**config.mk**
```make
export PLATFORM = sky130hd
export DESIGN_NAME = radio_address_id_registers
export DESIGN_NICKNAME = d
export VERILOG_FILES = /design/src/include/radio_id_pkg.sv /design/src/rtl/radio_address_id_registers.sv
export SDC_FILE = /design/constraint.sdc
export NUM_CORES = 1
export LEC_CHECK = 0
export ABC_AREA = 1
export BUFFER_PORTS_ARGS = -buffer_cell sky130_fd_sc_hd__buf_4
export CAP_MARGIN = 15
export CORE_MARGIN = 1
export CORE_UTILIZATION = 56
export CTS_CLUSTER_DIAMETER = 60
export CTS_CLUSTER_SIZE = 10
export DETAILED_ROUTE_END_ITERATION = 6
export PLACE_DENSITY = 0.82
export REMOVE_ABC_BUFFERS = 1
export SYNTH_ARGS = -nofsm -noshare
export SYNTH_HDL_FRONTEND = slang
export SYNTH_SLANG_ARGS = --single-unit
```
**constraint.sdc**
```tcl
create_clock -name clk -period 5.4 [get_ports clk]
set_input_delay 0.27 -clock clk [delete_from_list [all_inputs] [get_ports clk]]
set_output_delay 0.27 -clock clk [all_outputs]
set_load 0.02 [all_outputs]
```
**src/include/radio_id_pkg.sv**
```systemverilog
// package: register map and constants for the address and identifier register bank
package radio_id_pkg;
  // register indices as printed; byte address is four times the index
  localparam logic [7:0] IDX_NV_OWN1 = 8'h15;
  localparam logic [7:0] IDX_NV_OWN0 = 8'h16;
  localparam logic [7:0] IDX_NV_MASK3 = 8'h17;
  localparam logic [7:0] IDX_NV_MASK2 = 8'h18;
  localparam logic [7:0] IDX_NV_MASK1 = 8'h19;
  localparam logic [7:0] IDX_NV_MASK0 = 8'h1A;
  localparam logic [7:0] IDX_NV_TGT3 = 8'h1D;
  localparam logic [7:0] IDX_NV_TGT2 = 8'h1E;
  localparam logic [7:0] IDX_OWN1 = 8'h60;
  localparam logic [7:0] IDX_OWN0 = 8'h61;
  localparam logic [7:0] IDX_MASK3 = 8'h62;
  localparam logic [7:0] IDX_MASK2 = 8'h63;
  localparam logic [7:0] IDX_MASK1 = 8'h64;
  localparam logic [7:0] IDX_MASK0 = 8'h65;
  localparam logic [7:0] IDX_TGT3 = 8'h68;
  localparam logic [7:0] IDX_TGT2 = 8'h69;
  // no printed offset for these: chosen indices
  localparam logic [7:0] IDX_NV_OWN2 = 8'h14;
  localparam logic [7:0] IDX_OWN2 = 8'h5F;
  localparam logic [7:0] IDX_CTRL = 8'h80;
  localparam logic [7:0] IDX_STATUS = 8'h81;
  // control register fields
  localparam int CTRL_EXT_BIT = 0;
  localparam int CTRL_MAC_BIT = 1;
  localparam int CTRL_RELOAD_BIT = 2;
  // status register fields
  localparam int STAT_LOADED_BIT = 0;
  localparam int STAT_MATCH_BIT = 1;
  // reset values
  localparam logic [7:0] BYTE_RESET = 8'hFF;
  localparam logic [7:0] CTRL_RESET = 8'h00;
  // number of byte slots and their order inside the arrays
  localparam int SLOT_COUNT = 9;
  localparam int SLOT_OWN2 = 0;
  localparam int SLOT_OWN1 = 1;
  localparam int SLOT_OWN0 = 2;
  localparam int SLOT_MASK3 = 3;
  localparam int SLOT_MASK2 = 4;
  localparam int SLOT_MASK1 = 5;
  localparam int SLOT_MASK0 = 6;
  localparam int SLOT_TGT3 = 7;
  localparam int SLOT_TGT2 = 8;
endpackage : radio_id_pkg

```
**src/rtl/radio_address_id_registers.sv**
```systemverilog
// module: apb register bank for own address, match mask and target identifier bytes
`timescale 1ns/1ps
module radio_address_id_registers (
  input wire logic clk,
  input wire logic rst,
  input wire logic psel,
  input wire logic penable,
  input wire logic pwrite,
  input wire logic [31:0] paddr,
  input wire logic [31:0] pwdata,
  input wire logic [3:0] pstrb,
  output logic [31:0] prdata,
  output logic pready,
  output logic pslverr,
  input wire logic [31:0] rx_dest_address,
  output logic [31:0] own_address,
  output logic [31:0] match_mask,
  output logic [15:0] target_identifier_high,
  output logic extended_mode,
  output logic mac_mode,
  output logic address_match
);

  ////////////////////////////////////////////////////////////////////////////////
  typedef enum logic [1:0] {
    LOAD_BUSY = 2'b01,
    LOAD_DONE = 2'b10
  } load_state_t;

  logic [7:0] nv_bytes [radio_id_pkg::SLOT_COUNT];
  logic [7:0] work_bytes [radio_id_pkg::SLOT_COUNT];
  logic [7:0] ctrl;
  load_state_t load_state;
  logic reload_req;
  logic match_q;
  logic access;
  logic wr_en;
  logic [7:0] index;
  logic addr_ok;
  logic [31:0] next_prdata;
  logic [31:0] masked_diff;
  // decoded form of the current index, shared by write, read and error paths
  logic [5:0] dec;

  // map an index to a slot, nv flag and hit flag: {hit, nv, slot[3:0]}
  function automatic logic [5:0] decode(input logic [7:0] idx);
    logic [5:0] r;
    r = 6'h00;
    unique case (idx)
      radio_id_pkg::IDX_NV_OWN2: r = {2'b11, 4'(radio_id_pkg::SLOT_OWN2)};
      radio_id_pkg::IDX_NV_OWN1: r = {2'b11, 4'(radio_id_pkg::SLOT_OWN1)};
      radio_id_pkg::IDX_NV_OWN0: r = {2'b11, 4'(radio_id_pkg::SLOT_OWN0)};
      radio_id_pkg::IDX_NV_MASK3: r = {2'b11, 4'(radio_id_pkg::SLOT_MASK3)};
      radio_id_pkg::IDX_NV_MASK2: r = {2'b11, 4'(radio_id_pkg::SLOT_MASK2)};
      radio_id_pkg::IDX_NV_MASK1: r = {2'b11, 4'(radio_id_pkg::SLOT_MASK1)};
      radio_id_pkg::IDX_NV_MASK0: r = {2'b11, 4'(radio_id_pkg::SLOT_MASK0)};
      radio_id_pkg::IDX_NV_TGT3: r = {2'b11, 4'(radio_id_pkg::SLOT_TGT3)};
      radio_id_pkg::IDX_NV_TGT2: r = {2'b11, 4'(radio_id_pkg::SLOT_TGT2)};
      radio_id_pkg::IDX_OWN2: r = {2'b10, 4'(radio_id_pkg::SLOT_OWN2)};
      radio_id_pkg::IDX_OWN1: r = {2'b10, 4'(radio_id_pkg::SLOT_OWN1)};
      radio_id_pkg::IDX_OWN0: r = {2'b10, 4'(radio_id_pkg::SLOT_OWN0)};
      radio_id_pkg::IDX_MASK3: r = {2'b10, 4'(radio_id_pkg::SLOT_MASK3)};
      radio_id_pkg::IDX_MASK2: r = {2'b10, 4'(radio_id_pkg::SLOT_MASK2)};
      radio_id_pkg::IDX_MASK1: r = {2'b10, 4'(radio_id_pkg::SLOT_MASK1)};
      radio_id_pkg::IDX_MASK0: r = {2'b10, 4'(radio_id_pkg::SLOT_MASK0)};
      radio_id_pkg::IDX_TGT3: r = {2'b10, 4'(radio_id_pkg::SLOT_TGT3)};
      radio_id_pkg::IDX_TGT2: r = {2'b10, 4'(radio_id_pkg::SLOT_TGT2)};
      default: r = 6'h00;
    endcase
    return r;
  endfunction : decode

  ////////////////////////////////////////////////////////////////////////////////
  // apb decode: zero wait states, word aligned, unmapped gives pslverr
  assign index = paddr[9:2];
  assign dec = decode(index);
  assign access = psel & penable;
  assign addr_ok = (paddr[1:0] == 2'b00) && (paddr[31:10] == 22'h000000) &&
                   (dec[5] || index == radio_id_pkg::IDX_CTRL ||
                    index == radio_id_pkg::IDX_STATUS);
  assign wr_en = access & pwrite & addr_ok & pstrb[0];
  assign pready = 1'b1;
  assign pslverr = access & ~addr_ok;

  // nonvolatile copies: only the bus writes them, they reset to all ones
  always_ff @(posedge clk or posedge rst) begin
    if (rst) begin
      for (int i = 0; i < radio_id_pkg::SLOT_COUNT; i++) begin
        nv_bytes[i] <= radio_id_pkg::BYTE_RESET;
      end
    end else if (wr_en && dec[5] && dec[4]) begin
      nv_bytes[dec[3:0]] <= pwdata[7:0];
    end
  end

  // working copies: loaded from nv after reset or on reload, else by bus writes
  always_ff @(posedge clk or posedge rst) begin
    if (rst) begin
      for (int i = 0; i < radio_id_pkg::SLOT_COUNT; i++) begin
        work_bytes[i] <= radio_id_pkg::BYTE_RESET;
      end
    end else if (load_state == LOAD_BUSY) begin
      for (int i = 0; i < radio_id_pkg::SLOT_COUNT; i++) begin
        work_bytes[i] <= nv_bytes[i];
      end
    end else if (wr_en && dec[5] && !dec[4]) begin
      work_bytes[dec[3:0]] <= pwdata[7:0];
    end
  end

  // control register; the reload bit is self clearing and never stored
  always_ff @(posedge clk or posedge rst) begin
    if (rst) begin
      ctrl <= radio_id_pkg::CTRL_RESET;
    end else if (wr_en && index == radio_id_pkg::IDX_CTRL) begin
      ctrl <= {5'h00, 1'b0, pwdata[radio_id_pkg::CTRL_MAC_BIT],
               pwdata[radio_id_pkg::CTRL_EXT_BIT]};
    end
  end

  assign reload_req = wr_en && index == radio_id_pkg::IDX_CTRL &&
                      pwdata[radio_id_pkg::CTRL_RELOAD_BIT];

  // startup copy runs for one cycle after reset release, again on reload
  always_ff @(posedge clk or posedge rst) begin
    if (rst) begin
      load_state <= LOAD_BUSY;
    end else begin
      unique case (load_state)
        LOAD_BUSY: load_state <= LOAD_DONE;
        LOAD_DONE: load_state <= reload_req ? LOAD_BUSY : LOAD_DONE;
      endcase
    end
  end

  ////////////////////////////////////////////////////////////////////////////////
  // assembled values; user mode clears the upper half
  assign extended_mode = ctrl[radio_id_pkg::CTRL_EXT_BIT];
  assign mac_mode = ctrl[radio_id_pkg::CTRL_MAC_BIT];
  assign own_address[31:24] = extended_mode ? radio_id_pkg::BYTE_RESET : 8'h00;
  assign own_address[23:16] = extended_mode ? work_bytes[radio_id_pkg::SLOT_OWN2] : 8'h00;
  assign own_address[15:8] = work_bytes[radio_id_pkg::SLOT_OWN1];
  assign own_address[7:0] = work_bytes[radio_id_pkg::SLOT_OWN0];
  assign match_mask[31:24] = extended_mode ? work_bytes[radio_id_pkg::SLOT_MASK3] : 8'h00;
  assign match_mask[23:16] = extended_mode ? work_bytes[radio_id_pkg::SLOT_MASK2] : 8'h00;
  assign match_mask[15:8] = work_bytes[radio_id_pkg::SLOT_MASK1];
  assign match_mask[7:0] = work_bytes[radio_id_pkg::SLOT_MASK0];
  // only meaningful in mac mode; reads zero otherwise so stale bytes never leak
  assign target_identifier_high[15:8] = mac_mode ? work_bytes[radio_id_pkg::SLOT_TGT3] : 8'h00;
  assign target_identifier_high[7:0] = mac_mode ? work_bytes[radio_id_pkg::SLOT_TGT2] : 8'h00;

  // masked compare, registered so the flag is a clean flop output
  // own byte 3 is not in this bank, so in extended mode bits 31..24 compare against all ones
  assign masked_diff = (rx_dest_address ^ own_address) & match_mask;
  always_ff @(posedge clk or posedge rst) begin
    if (rst) begin
      match_q <= 1'b0;
    end else begin
      match_q <= (masked_diff == 32'h00000000);
    end
  end
  assign address_match = match_q;

  ////////////////////////////////////////////////////////////////////////////////
  // read mux
  always_comb begin
    next_prdata = 32'h00000000;
    if (dec[5]) begin
      next_prdata[7:0] = dec[4] ? nv_bytes[dec[3:0]] : work_bytes[dec[3:0]];
    end else if (index == radio_id_pkg::IDX_CTRL) begin
      next_prdata[7:0] = ctrl;
    end else if (index == radio_id_pkg::IDX_STATUS) begin
      next_prdata[radio_id_pkg::STAT_LOADED_BIT] = (load_state == LOAD_DONE);
      next_prdata[radio_id_pkg::STAT_MATCH_BIT] = match_q;
    end
  end

  // read data flop loads in the setup cycle so it is valid during access
  always_ff @(posedge clk or posedge rst) begin
    if (rst) begin
      prdata <= 32'h00000000;
    end else if (psel && !penable && !pwrite && addr_ok) begin
      prdata <= next_prdata;
    end else if (psel && !penable) begin
      prdata <= 32'h00000000;
    end
  end

endmodule : radio_address_id_registers

```
=== After elaboration in Yosys (flattened, before gate mapping) ===
Index checks and enable logic that the tools add are counted.
W data, S select, Z words.

* Bits in registers: 181
* Bits in latches: 0
* Memory bits (writable): 0
* Bits in read-only memories: 0
* Input bits: 105
* Output and inout bits: 117
* Logic and storage cells: 103
* Memories kept: 0

* Add/sub/neg operators: 0
* Multipliers: 0
* Divide/modulo/power cells: 0
* Order comparisons: 2
* Equality and inequality tests: 22
* Shift operators: 0
* Muxes and demuxes: 27
* Bitwise gates (word level): 9
* Reductions and logical operators: 21

{| class="wikitable"
|+ Operator list
! kind !! count
|-
| $bwmux W72 || 2
|-
| $mux W72 || 2
|-
| $pmux W6 S18 || 1
|-
| $mux W8 || 13
|-
| $eq A8 B5 Y1 const B || 9
|-
| $eq A8 B7 Y1 const B || 9
|-
| $bmux W8 S4 || 2
|-
| $mux W32 || 2
|-
| $and A32 B32 Y32 || 1
|-
| $demux W8 S4 || 1
|-
| $logic_not A32 Y1 || 1
|-
| $xor A32 B32 Y32 || 1
|-
| $logic_not A22 Y1 || 1
|-
| $eq A8 B8 Y1 const B || 2
|-
| $logic_and A1 B1 Y1 || 11
|-
| $mux W2 || 3
|-
| $and A1 B1 Y1 || 5
|-
| $ge A5 B5 Y1 const B || 1
|-
| $lt A5 B1 Y1 const B || 1
|-
| $not A4 Y5 || 1
|-
| $pmux W2 S2 || 1
|-
| $reduce_bool A2 Y1 || 2
|-
| $logic_not A1 Y1 || 3
|-
| $eq A2 B1 Y1 const B || 1
|-
| other kinds (4) || 5
|}

=== Longest topological paths before layout ===
Gate-level depths: netlist of the first run.

* Word-level depth: 11
* Mapped depth: 18
* Gate-level depth less buffers: 16

=== Worst setup path after synthesis of the first run ===
Ideal clock, no wire load.

* Kind: input -> register
* Start: input port paddr[4]
* End: register nv_bytes[6] (netlist name)
* Setup time: 0.079 ns
* Arrival time: 1.909 ns
* Data required time: 5.321 ns
* Slack: 3.412 ns
* Stages on the path: 14
* Buffers on the path: 1
* Path through: nor2_1 > inv_1 > nor2_1 > nor2_1 > nand4_1 > nor2_2 > nand3_2 > nand2_1 > inv_2 > nand2_1 > nor2_4 > nand2_1 > buf_6 > o21ai_0

* Longest elaborated chain between the ends: 9
* Elaborated cells between the ends (all ways): 35
* Classes of those cells: 2 x order compare; 20 x eq/ne; 4 x mux; 3 x bitwise; 6 x reduce/logical

{| class="wikitable"
|+ RTL lines
! what !! RTL line !! source
|-
| from (decl) || radio_address_id_registers.sv:9 || <nowiki>input wire logic [31:0] paddr,</nowiki>
|-
| parallel branches: the longest is 9 deep, another holds $ge A5 B5 Y1 || - ||
|-
| to (signal, indexed assignment) || radio_address_id_registers.sv:89 || <nowiki>nv_bytes[i] <= radio_id_pkg::BYTE_RESET;</nowiki>
|-
| to (signal, indexed assignment) || radio_address_id_registers.sv:92 || <nowiki>nv_bytes[dec[3:0]] <= pwdata[7:0];</nowiki>
|-
| to (decl) || radio_address_id_registers.sv:30 || <nowiki>logic [7:0] nv_bytes [radio_id_pkg::SLOT_COUNT];</nowiki>
|}

Several ways; the timed one is not identified.
A chain may end at the register's enable or synchronous reset.

=== Worst setup path after layout of the first run ===
* Start: input port paddr[4]
* End: register prdata[5]

* Longest elaborated chain between the ends: 9
* Elaborated cells between the ends (all ways): 36
* Classes of those cells: 20 x eq/ne; 10 x mux; 1 x bitwise; 5 x reduce/logical

{| class="wikitable"
|+ RTL lines
! what !! RTL line !! source
|-
| $eq A8 B7 Y1 or $eq A8 B5 Y1 (tied branches) || radio_address_id_registers.sv:49 || <nowiki>unique case (idx)</nowiki>
|-
| $pmux W6 S18 || radio_address_id_registers.sv:49 ||
|-
| $not A4 Y5 (implied by the code) || radio_address_id_registers.sv:169 || <nowiki>next_prdata[7:0] = dec[4] ? nv_bytes[dec[3:0]] : work_bytes[dec[3:0]];</nowiki>
|-
| $bmux W8 S4 || radio_address_id_registers.sv:169 ||
|-
| $mux W8 (implied by the code) (2 in series) || radio_address_id_registers.sv:169 ||
|-
| $mux W8 || radio_address_id_registers.sv:169 ||
|-
| $mux W8 || radio_address_id_registers.sv:168 || <nowiki>if (dec[5]) begin</nowiki>
|-
| $mux W32 || radio_address_id_registers.sv:182 || <nowiki>end else if (psel && !penable && !pwrite && addr_ok) begin</nowiki>
|-
| to (signal assigned) || radio_address_id_registers.sv:183 || <nowiki>prdata <= next_prdata;</nowiki>
|-
| to (decl) || radio_address_id_registers.sv:12 || <nowiki>output logic [31:0] prdata,</nowiki>
|}

Several ways; a longest one is shown, not always the timed one. The select of a mux whose other input is x is not followed.

==> run summary, run 1 <==
The flow ran to the end, but the final reports show violations. The final reports fail on DRC. In the layout the commonest cells are 525 x sky130_fd_sc_hd__nand2_1, 184 x sky130_fd_sc_hd__inv_1, 177 x sky130_fd_sc_hd__buf_4, 147 x sky130_fd_sc_hd__nor2_1, 145 x sky130_fd_sc_hd__dfstp_2. The critical path ends at prdata[5]$_DFFE_PP0P_. IR analysis of the VDD net gives a maximum drop of 0.223 mV. The die is 137 um wide.

The cell occurring most often along the worst timing path is sky130_fd_sc_hd__nand2_1. In the final routed layout, each cell accounts on average for 18.0 um. The first global-routing pass estimated 49500 um of wire.

The overall routing resource usage came out at 36.1%. The number of antenna violations at the first check in global routing is 0. Buffers placed on the I/O ports in this run total 169. The initial DRC count is 1010.

Setup violations remaining at the end of the flow were counted as 0. The antenna cell count is 0. The data required time at the worst endpoint came out at 5710 ps. In this run the static leakage power is 5.60 nW. The synthesized netlist cell count is 1491. The H-tree depth came out at 4.

The biggest area contributor in the post-synthesis netlist is sky130_fd_sc_hd__dfstp_2. The region available for standard cell placement spans 17500 sq um. Dividing the synthesized area by the synthesized cell count gives 6.82 sq um. In the final design database the tool counted 1705 nets. The netlist uses 35 different library cells.

The total power is 2.51 mW. The post-synthesis sequential element count came out at 157. The global route total overflow came out at 0.

Registers take 4110 sq um. The tree is rooted in a sky130_fd_sc_hd__clkbuf_16. The post-CTS setup buffer count came out at 0. The CTS sink count is 157. Of the synthesized area, sequential elements account for 40.4%. In the post-route analysis, the smallest setup slack over all paths is 2500 ps.

The worst-case clock buffer depth is 2. Power spread over the standard cell area amounts to 215 nW/um^2. The endpoint identified for the worst register-to-register timing path is own_address[15]$_DFFE_PP1P_.

The relative slew slack came out at 32.5%. The number of pins with negative max-slew slack in the final report came out at 0. The number of warnings printed during yosys synthesis came out at 0. Derived from the worst setup path, the maximum achievable clock frequency is 0.345 GHz.

Setup repair after global routing left no endpoint under its margin. The reported max-cap violation count came out at 0. The area of the mapped netlist is 10200 sq um. The area share of the largest cell type after synthesis came out at 37.5%. TritonCTS built the clock tree.

The library cell used most frequently in the layout, excluding fill and tap cells, is sky130_fd_sc_hd__nand2_1. The most critical setup path has its startpoint at paddr[4]. The ratio of routed vias to standard cells came out at 5.56. From synthesis to final layout, the design area changed by 14.8%. Counting I/O delays and the setup requirement, the final critical path takes 2900 ps. The layout has 1597 filler cells. The placement-stage worst setup slack came out at 2190 ps. The count of endpoints failing hold in the final timing report came to 0. The number of buffers created by CTS is 17. In this run the vertical extent of the chip is 137 um. The footprint of the multi-input gates is 4690 sq um. The type of destination of the critical path is a flip-flop. The longest individual stage delay on the worst path came out at 640 ps. The share of the clock period used by the worst path after layout came out at 53.7%. Post-CTS repair changed the size of 0 cells. The die outline area came out at 18700 sq um. The initial core utilization came out at 58.0%. After clock tree synthesis, the flow added hold-fix buffers numbering 0. The transition time at the pin with the least slew margin came out at 1010 ps. The number of optimization iterations in the first detailed-route pass is 7. The clock latency on the worst-skew pair is 430 ps. Traced cell by cell, the critical path runs through buf_4 -> nor2_1 -> nand3_1 -> nor2_1 -> nor2_1 -> nand2_2 -> nand2_1 -> inv_1 -> nand2_1 -> o21ai_0 -> inv_1 -> nand3_1 -> nand2_1 -> nand3_1 -> nand2_1. Once detail routing completed, the nets flagged for antenna violations numbered 0. The critical path start-end classification is in -> reg. The DRC violation count after routing came out at 1. The worst register-to-register path begins at load_state[0]$_DFF_PP1_. Clock-pin slew was measured on the worst setup and hold paths at 70 ps. The slowest stage of the critical path belongs to the cell sky130_fd_sc_hd__inv_1.

The placer congestion estimate is 0.987. The number of global-route vias before repair was 9223. Ranked by total cell area, the synthesized netlist is headed by sky130_fd_sc_hd__dfstp_2 37%, sky130_fd_sc_hd__nand2_1 19%, sky130_fd_sc_hd__inv_1 6.8%. The final wirelength came out at 33100 um. STA classifies the critical path startpoint as an input port. The routed via count is 10.2k. Detailed placement finished with a half-perimeter wire length of 24200 um. The kind of path behind the tightest hold check is in -> async. The maximum fanout encountered on the critical timing path is 16. In the final layout, the share of cells above drive strength 1 is 24.2%. The maximum number of pins on one net before global-route repair came out at 94. The setup slack of the most critical reg-to-reg path is 3270 ps. The depth of the most critical reg-to-reg path is 7. Across the routed clock network, the largest skew measured is 11.8 ps. The final total negative setup slack is 0 ps. The boundary pin count came out at 222. Data arrives at the worst endpoint at 3210 ps. The standard-cell row count came out at 48.
worst max-delay path, delay by kind of cell:
family	cells	cell delay [ps]
simple gates	11	1990
compound gates	1	120
buf+inv	3	830
cells by family after synthesis:
family,synth area share [%]
AOI/OAI and AO/OA,10.7
xor gates and xnor gates,1.12
buffers and inverters,14.4
DFF,40.4
other,0.0738
and+or+nand+nor,33.3
final cells by class:
cell class | instances | area share [%]
clock buffer | 20 | 3.74
clock inverter | 9 | 0.858
inverter | 192 | 6.22
multi-input combinational | 1055 | 40.2
sequential | 157 | 35.2
tap | 225 | 2.41
timing repair buffer | 177 | 11.4
per-layer routing:
metal / wire (um) / up-vias / GRT usage [%] / part of all wire (%)
li1: - / 4759 / - / -
met1: 12900 / 4709 / 46.6 / 39
met2: 15100 / 620 / 57.4 / 46
met3: 3250 / 118 / 6.22 / 9.8
met4: 1840 / 0 / 20.2 / 5.6
met5: 0 / - / 0 / 0
metrics by stage:
step / std cells / cell area, sq um / hold WS, ps / util, %
final: 1835 / 11700 / 38.0 / 66.6
after global routing: 1835 / 11700 / 99.7 / 66.6
after CTS: 1835 / 11700 / 44.2 / 66.6
after detailed placement: 1806 / 11100 / 466 / 63.5
after global placement: 1806 / 11100 / 464 / 63.5
after floorplan: 1404 / 9510 / 391 / -
worst min-delay path by stage:
stage | from | to | slack [ps]
5_1_grt | rst | ctrl[0]$_DFFE_PP0P_ | 100
2_1_floorplan | pwdata[0] | ctrl[0]$_DFFE_PP0P_ | 390
3_3_place_gp | work_bytes[45]$_DFFE_PP1P_ | work_bytes[45]$_DFFE_PP1P_ | 460
3_5_place_dp | work_bytes[42]$_DFFE_PP1P_ | work_bytes[42]$_DFFE_PP1P_ | 470
6_report | rst | ctrl[0]$_DFFE_PP0P_ | 40
4_1_cts | rst | ctrl[0]$_DFFE_PP0P_ | 40
synthesized netlist by cell type:
master and number:
sky130_fd_sc_hd__a21oi_1 64, sky130_fd_sc_hd__conb_1 2, sky130_fd_sc_hd__a31oi_1 1, sky130_fd_sc_hd__dfstp_2 145, sky130_fd_sc_hd__nand4_1 7, sky130_fd_sc_hd__nor2_1 150, sky130_fd_sc_hd__inv_1 185, sky130_fd_sc_hd__buf_6 9
sky130_fd_sc_hd__nand2_2 2, sky130_fd_sc_hd__nor3_1 4, sky130_fd_sc_hd__clkbuf_1 24, sky130_fd_sc_hd__buf_1 1, sky130_fd_sc_hd__nand3_1 75, sky130_fd_sc_hd__or2_2 8, sky130_fd_sc_hd__o2111ai_1 2, sky130_fd_sc_hd__inv_2 4
sky130_fd_sc_hd__clkinv_1 3, sky130_fd_sc_hd__nor2_4 7, sky130_fd_sc_hd__nand3b_1 12, sky130_fd_sc_hd__o21ai_0 107, sky130_fd_sc_hd__xor2_1 9, sky130_fd_sc_hd__a21o_1 1, sky130_fd_sc_hd__nand2_1 525, sky130_fd_sc_hd__nand3_4 1
sky130_fd_sc_hd__dfrtp_1 12, sky130_fd_sc_hd__nor4_1 8, sky130_fd_sc_hd__xnor2_1 4, sky130_fd_sc_hd__nor2_2 13, sky130_fd_sc_hd__nand3_2 1, sky130_fd_sc_hd__nand4_4 1, sky130_fd_sc_hd__a21boi_0 18, sky130_fd_sc_hd__buf_4 67
sky130_fd_sc_hd__buf_2 9, sky130_fd_sc_hd__a221oi_1 2, sky130_fd_sc_hd__o22ai_1 8
sequential cells by signal (all words and copies together) (netlist names):
name           cells
nv_bytes          72
work_bytes        40
match_mask        16
own_address       16
prdata             8
ctrl               2
load_state         2
address_match      1
where the power goes:
group | internal, mW | switching, mW
clock | 0.667 | 0.465
sequential | 1.18 | 0.00000571
combinational | 0.0643 | 0.135
No activity file was read; power rests on OpenSTA's default activity.
==> run 2: changes to the inputs <==
Clock period 5.4 ns to 2.8 ns, I/O delays scaled along.
==> run 2 against run 1 <==
  * The flow now finishes without violations
  * Flip-flop and latch count unchanged
  * Core utilization is 1.5 points higher
  * Power grew 96%
  * Via count up 0.77%
  * Final area increased by 2.3%
  * Sequential share of layout area fell by 0.79 points
  * Global-route usage rose by 0.26 points
  * Die area is the same
  * Clock power is 100% higher
  * Worst setup slack lost 2100 ps
  * Critical endpoint is now match_mask[31]
  * Largest cell class unchanged
==> run summary, run 2 (same netlist as run 1, synthesis figures left out) <==
The number of global-route vias before repair is 9346 (was 9223). The count of endpoints failing setup in the final report came out at 0 (unchanged). The placer congestion estimate was 1.02 (was 0.987). Unrepaired setup endpoints after global routing: no (unchanged). The antenna cell count came out at 0 (unchanged). The maximum fanout encountered on the critical timing path came out at 34 (was 16). The startpoint type of the worst setup path is a flip-flop (was input port). The detailed placement HPWL came out at 24900 um (was 24200 um). The final-stage net count is 1732 (was 1705).

The worst setup skew after layout is 13.7 ps (was 11.8 ps). The relative slew slack came out at 26.7% (was 32.5%). Run status: finished, final reports clean (was finished with violations). The data required time at the worst endpoint is 2660 ps (was 5710 ps).

The total instance count after detailed placement is 1831 (was 1806). The internal power came out at 3.67 mW (was 1.91 mW). The post-CTS setup buffer count is 0 (unchanged). The relative area change from synthesis to final layout came out at 17.4% (was 14.8%). The area of all placed cells without fillers was 11900 sq um (was 11700 sq um). The maximum resistive drop on vdd came out at 0.454 mV (was 0.223 mV). The reported max-cap violation count is 0 (unchanged). The reported net switching power is 1.27 mW (was 0.600 mW). The count of endpoints failing hold in the final timing report came to 0 (unchanged). The DRC violation count after routing came out at 0 (was 1). The worst hold slack came out at 56.9 ps (was 38.0 ps). The number of pins with negative max-slew slack in the final report is 0 (unchanged). The cell area after placement is 11300 sq um (was 11100 sq um). The maximum number of pins on one net before global-route repair came out at 66 (was 94).

The TritonCTS clock tree is yes (unchanged). The switching fraction of total power came out at 25.6% (was 23.9%). The boundary pin count came to 222 (unchanged).

The routed via count came out at 10.3k (was 10.2k). The number of optimization iterations in the first detailed-route pass is 6 (was 7). The initial core utilization was 58.0% (unchanged). The final routed wire length divided by cell count is 17.7 um (was 18.0 um). The standard-cell row count came out at 48 (unchanged). The core area is 17500 sq um (unchanged). The total of buffers placed on input and output ports is 169 (unchanged). The clock latency on the worst-skew pair came out at 440 ps (was 430 ps). The count of nets left with antenna violations after detail routing came to 0 (unchanged). The wire length of the first global-routing pass was 49900 um (was 49500 um). The H-tree depth was 4 (unchanged).

The post-route minimum period came out at 2390 ps. The static leakage came to 5.74 nW (was 5.60 nW). The final wirelength came out at 33000 um (was 33100 um). The initial DRC count is 1078 (was 1010). The register ranked first by flip-flop count is nv_bytes (unchanged).

The CTS sink count is 157 (unchanged). The top achievable clock speed came out at 0.418 GHz. The number of antenna violations at the first check in global routing came to 0 (unchanged). The most frequent standard cell in the layout excluding fill and tap cells was sky130_fd_sc_hd__nand2_1 (unchanged). The number of cells in the finished layout apart from fillers was 1865 (was 1835). The share of layout cells above drive strength 1 is 25.6% (was 24.2%). The die outline area is 18700 sq um (unchanged). Commonest cells after routing, fill and taps aside: 525 x sky130_fd_sc_hd__nand2_1, 200 x sky130_fd_sc_hd__buf_4, 184 x sky130_fd_sc_hd__inv_1, 147 x sky130_fd_sc_hd__nor2_1, 145 x sky130_fd_sc_hd__dfstp_2 (was 525 x sky130_fd_sc_hd__nand2_1, 184 x sky130_fd_sc_hd__inv_1, 177 x sky130_fd_sc_hd__buf_4, 147 x sky130_fd_sc_hd__nor2_1, 145 x sky130_fd_sc_hd__dfstp_2). Biggest registers after layout: nv_bytes: 72 flops, work_bytes: 40 flops (unchanged). The global route total overflow is 0 (unchanged). Of the available clock period, the critical path in the final layout requires 85.4%.

The kind of path behind the tightest hold check is in -> reg (was in -> async). The ratio of routed vias to standard cells is 5.51 (was 5.56). The clock network power share came out at 45.8% (was 45.0%). The transition time at the pin with the least slew margin came out at 1100 ps (was 1010 ps). The clock input transition at the sequential cells of the worst setup and hold paths is 70 ps (about the same). The number of flip-flops in the largest register is 72 (unchanged). The overall routing resource usage came out at 36.3% (was 36.1%). The cell area power density was 414 nW/um^2 (was 215 nW/um^2).

The number of buffers created by CTS is 17 (unchanged). The CTS root buffer was sky130_fd_sc_hd__clkbuf_16 (unchanged). The critical path start-end classification is reg -> out (was in -> reg).

The data arrival time of the critical path is 2250 ps (was 3210 ps). The width of the die is 137 um (unchanged). The relative contribution of sequential cells to total power was 46.2% (was 47.0%). The worst-case clock buffer depth came to 2 (unchanged).

The height of the chip is 137 um (unchanged). The type of destination of the critical path is an output pin (was flip-flop). The part of the power in combinational logic is 8.1% (was 7.9%).
==> run 2: changes by cell type in the layout (fill, tap and decap cells not counted) <==
cell                            before  now
sky130_fd_sc_hd__buf_12              0    2
sky130_fd_sc_hd__inv_6               1    5
sky130_fd_sc_hd__buf_4             177  200
sky130_fd_sc_hd__clkinv_2            5    2
sky130_fd_sc_hd__inv_8               0    1
sky130_fd_sc_hd__clkbuf_1            3    0
sky130_fd_sc_hd__dlygate4sd3_1       0    2
sky130_fd_sc_hd__bufinv_16           2    1
sky130_fd_sc_hd__clkinvlp_4          2    5
sky130_fd_sc_hd__clkbuf_8            0    1
sky130_fd_sc_hd__clkinv_4            0    1
==> run 2: worst paths after layout <==
| path | slack (ps) | end | startpoint | cells after the start |
|---|---|---|---|---|
| min | 60 | address_match$_DFF_PP0_ | rx_dest_address[29] | 3 |
| max reg2reg | 570 | work_bytes[64]$_DFFE_PP1P_ | load_state[0]$_DFF_PP1_ | 6 |
| min in group asynchronous | 360 | load_state[1]$_DFF_PP0_ | rst | 3 |
| min reg2reg | 480 | work_bytes[42]$_DFFE_PP1P_ | work_bytes[42]$_DFFE_PP1P_ | 2 |
| max | 410 | match_mask[31] | ctrl[0]$_DFFE_PP0P_ | 3 |
| max in group asynchronous | 1610 | nv_bytes[38]$_DFFE_PP1P_ | rst | 4 |
==> run 2: stage by stage <==
stage	setup WS (ps)	TNS [ps]	total power [mW]	util, %
global route	279	0	5.09	68.1
global placement	208	0	2.70	64.7
floorplan	-1330	-144390	2.51	-
finish	409	0	4.94	68.1
detailed placement	183	0	2.70	64.7
CTS	406	0	4.94	68.1
==> run 2: layout make-up <==
| cell class | instances | area [sq um] |
|---|---|---|
| Fill cell | 1533 | 5600 |
| Timing Repair Buffer | 204 | 1560 |
| Sequential cell | 157 | 4110 |
| Clock buffer | 18 | 439 |
| Clock inverter | 14 | 133 |
| Inverter | 192 | 726 |
| Multi-Input combinational cell | 1055 | 4690 |
| Tap cell | 225 | 282 |
==> run 2: per-layer routing <==
layer / GRT usage (%) / part of all wire [%] / vias up
met1: 47.3 / 40 / 4754
met5: 0 / 0 / -
met2: 56.9 / 45 / 593
li1: - / - / 4825
met3: 6.44 / 9.6 / 113
met4: 21.0 / 5.5 / 0
==> run 2: worst max-delay path: stages, from the launching register on <==
cell	delay (ps)
sky130_fd_sc_hd__dfrtp_1	1060
sky130_fd_sc_hd__nand2_1	450
sky130_fd_sc_hd__inv_1	130
sky130_fd_sc_hd__buf_4	150
==> run 2: power groups by stage <==
| stage | Combinational (mW) | Clock, mW | Sequential (mW) |
|---|---|---|---|
| after floorplan | 0.202 | 0 | 2.31 |
| after global routing | 0.436 | 2.37 | 2.28 |
| after global placement | 0.386 | 0 | 2.31 |
| after CTS | 0.394 | 2.27 | 2.28 |
| after detailed placement | 0.390 | 0 | 2.31 |
| final | 0.400 | 2.26 | 2.28 |
==> run 2: what timing repair did <==
action / 4_1_cts / 5_1_grt
hold buffers: 2 / 0
endpoints found under the hold margin: 7 / 0
resized for setup: 0 / 0
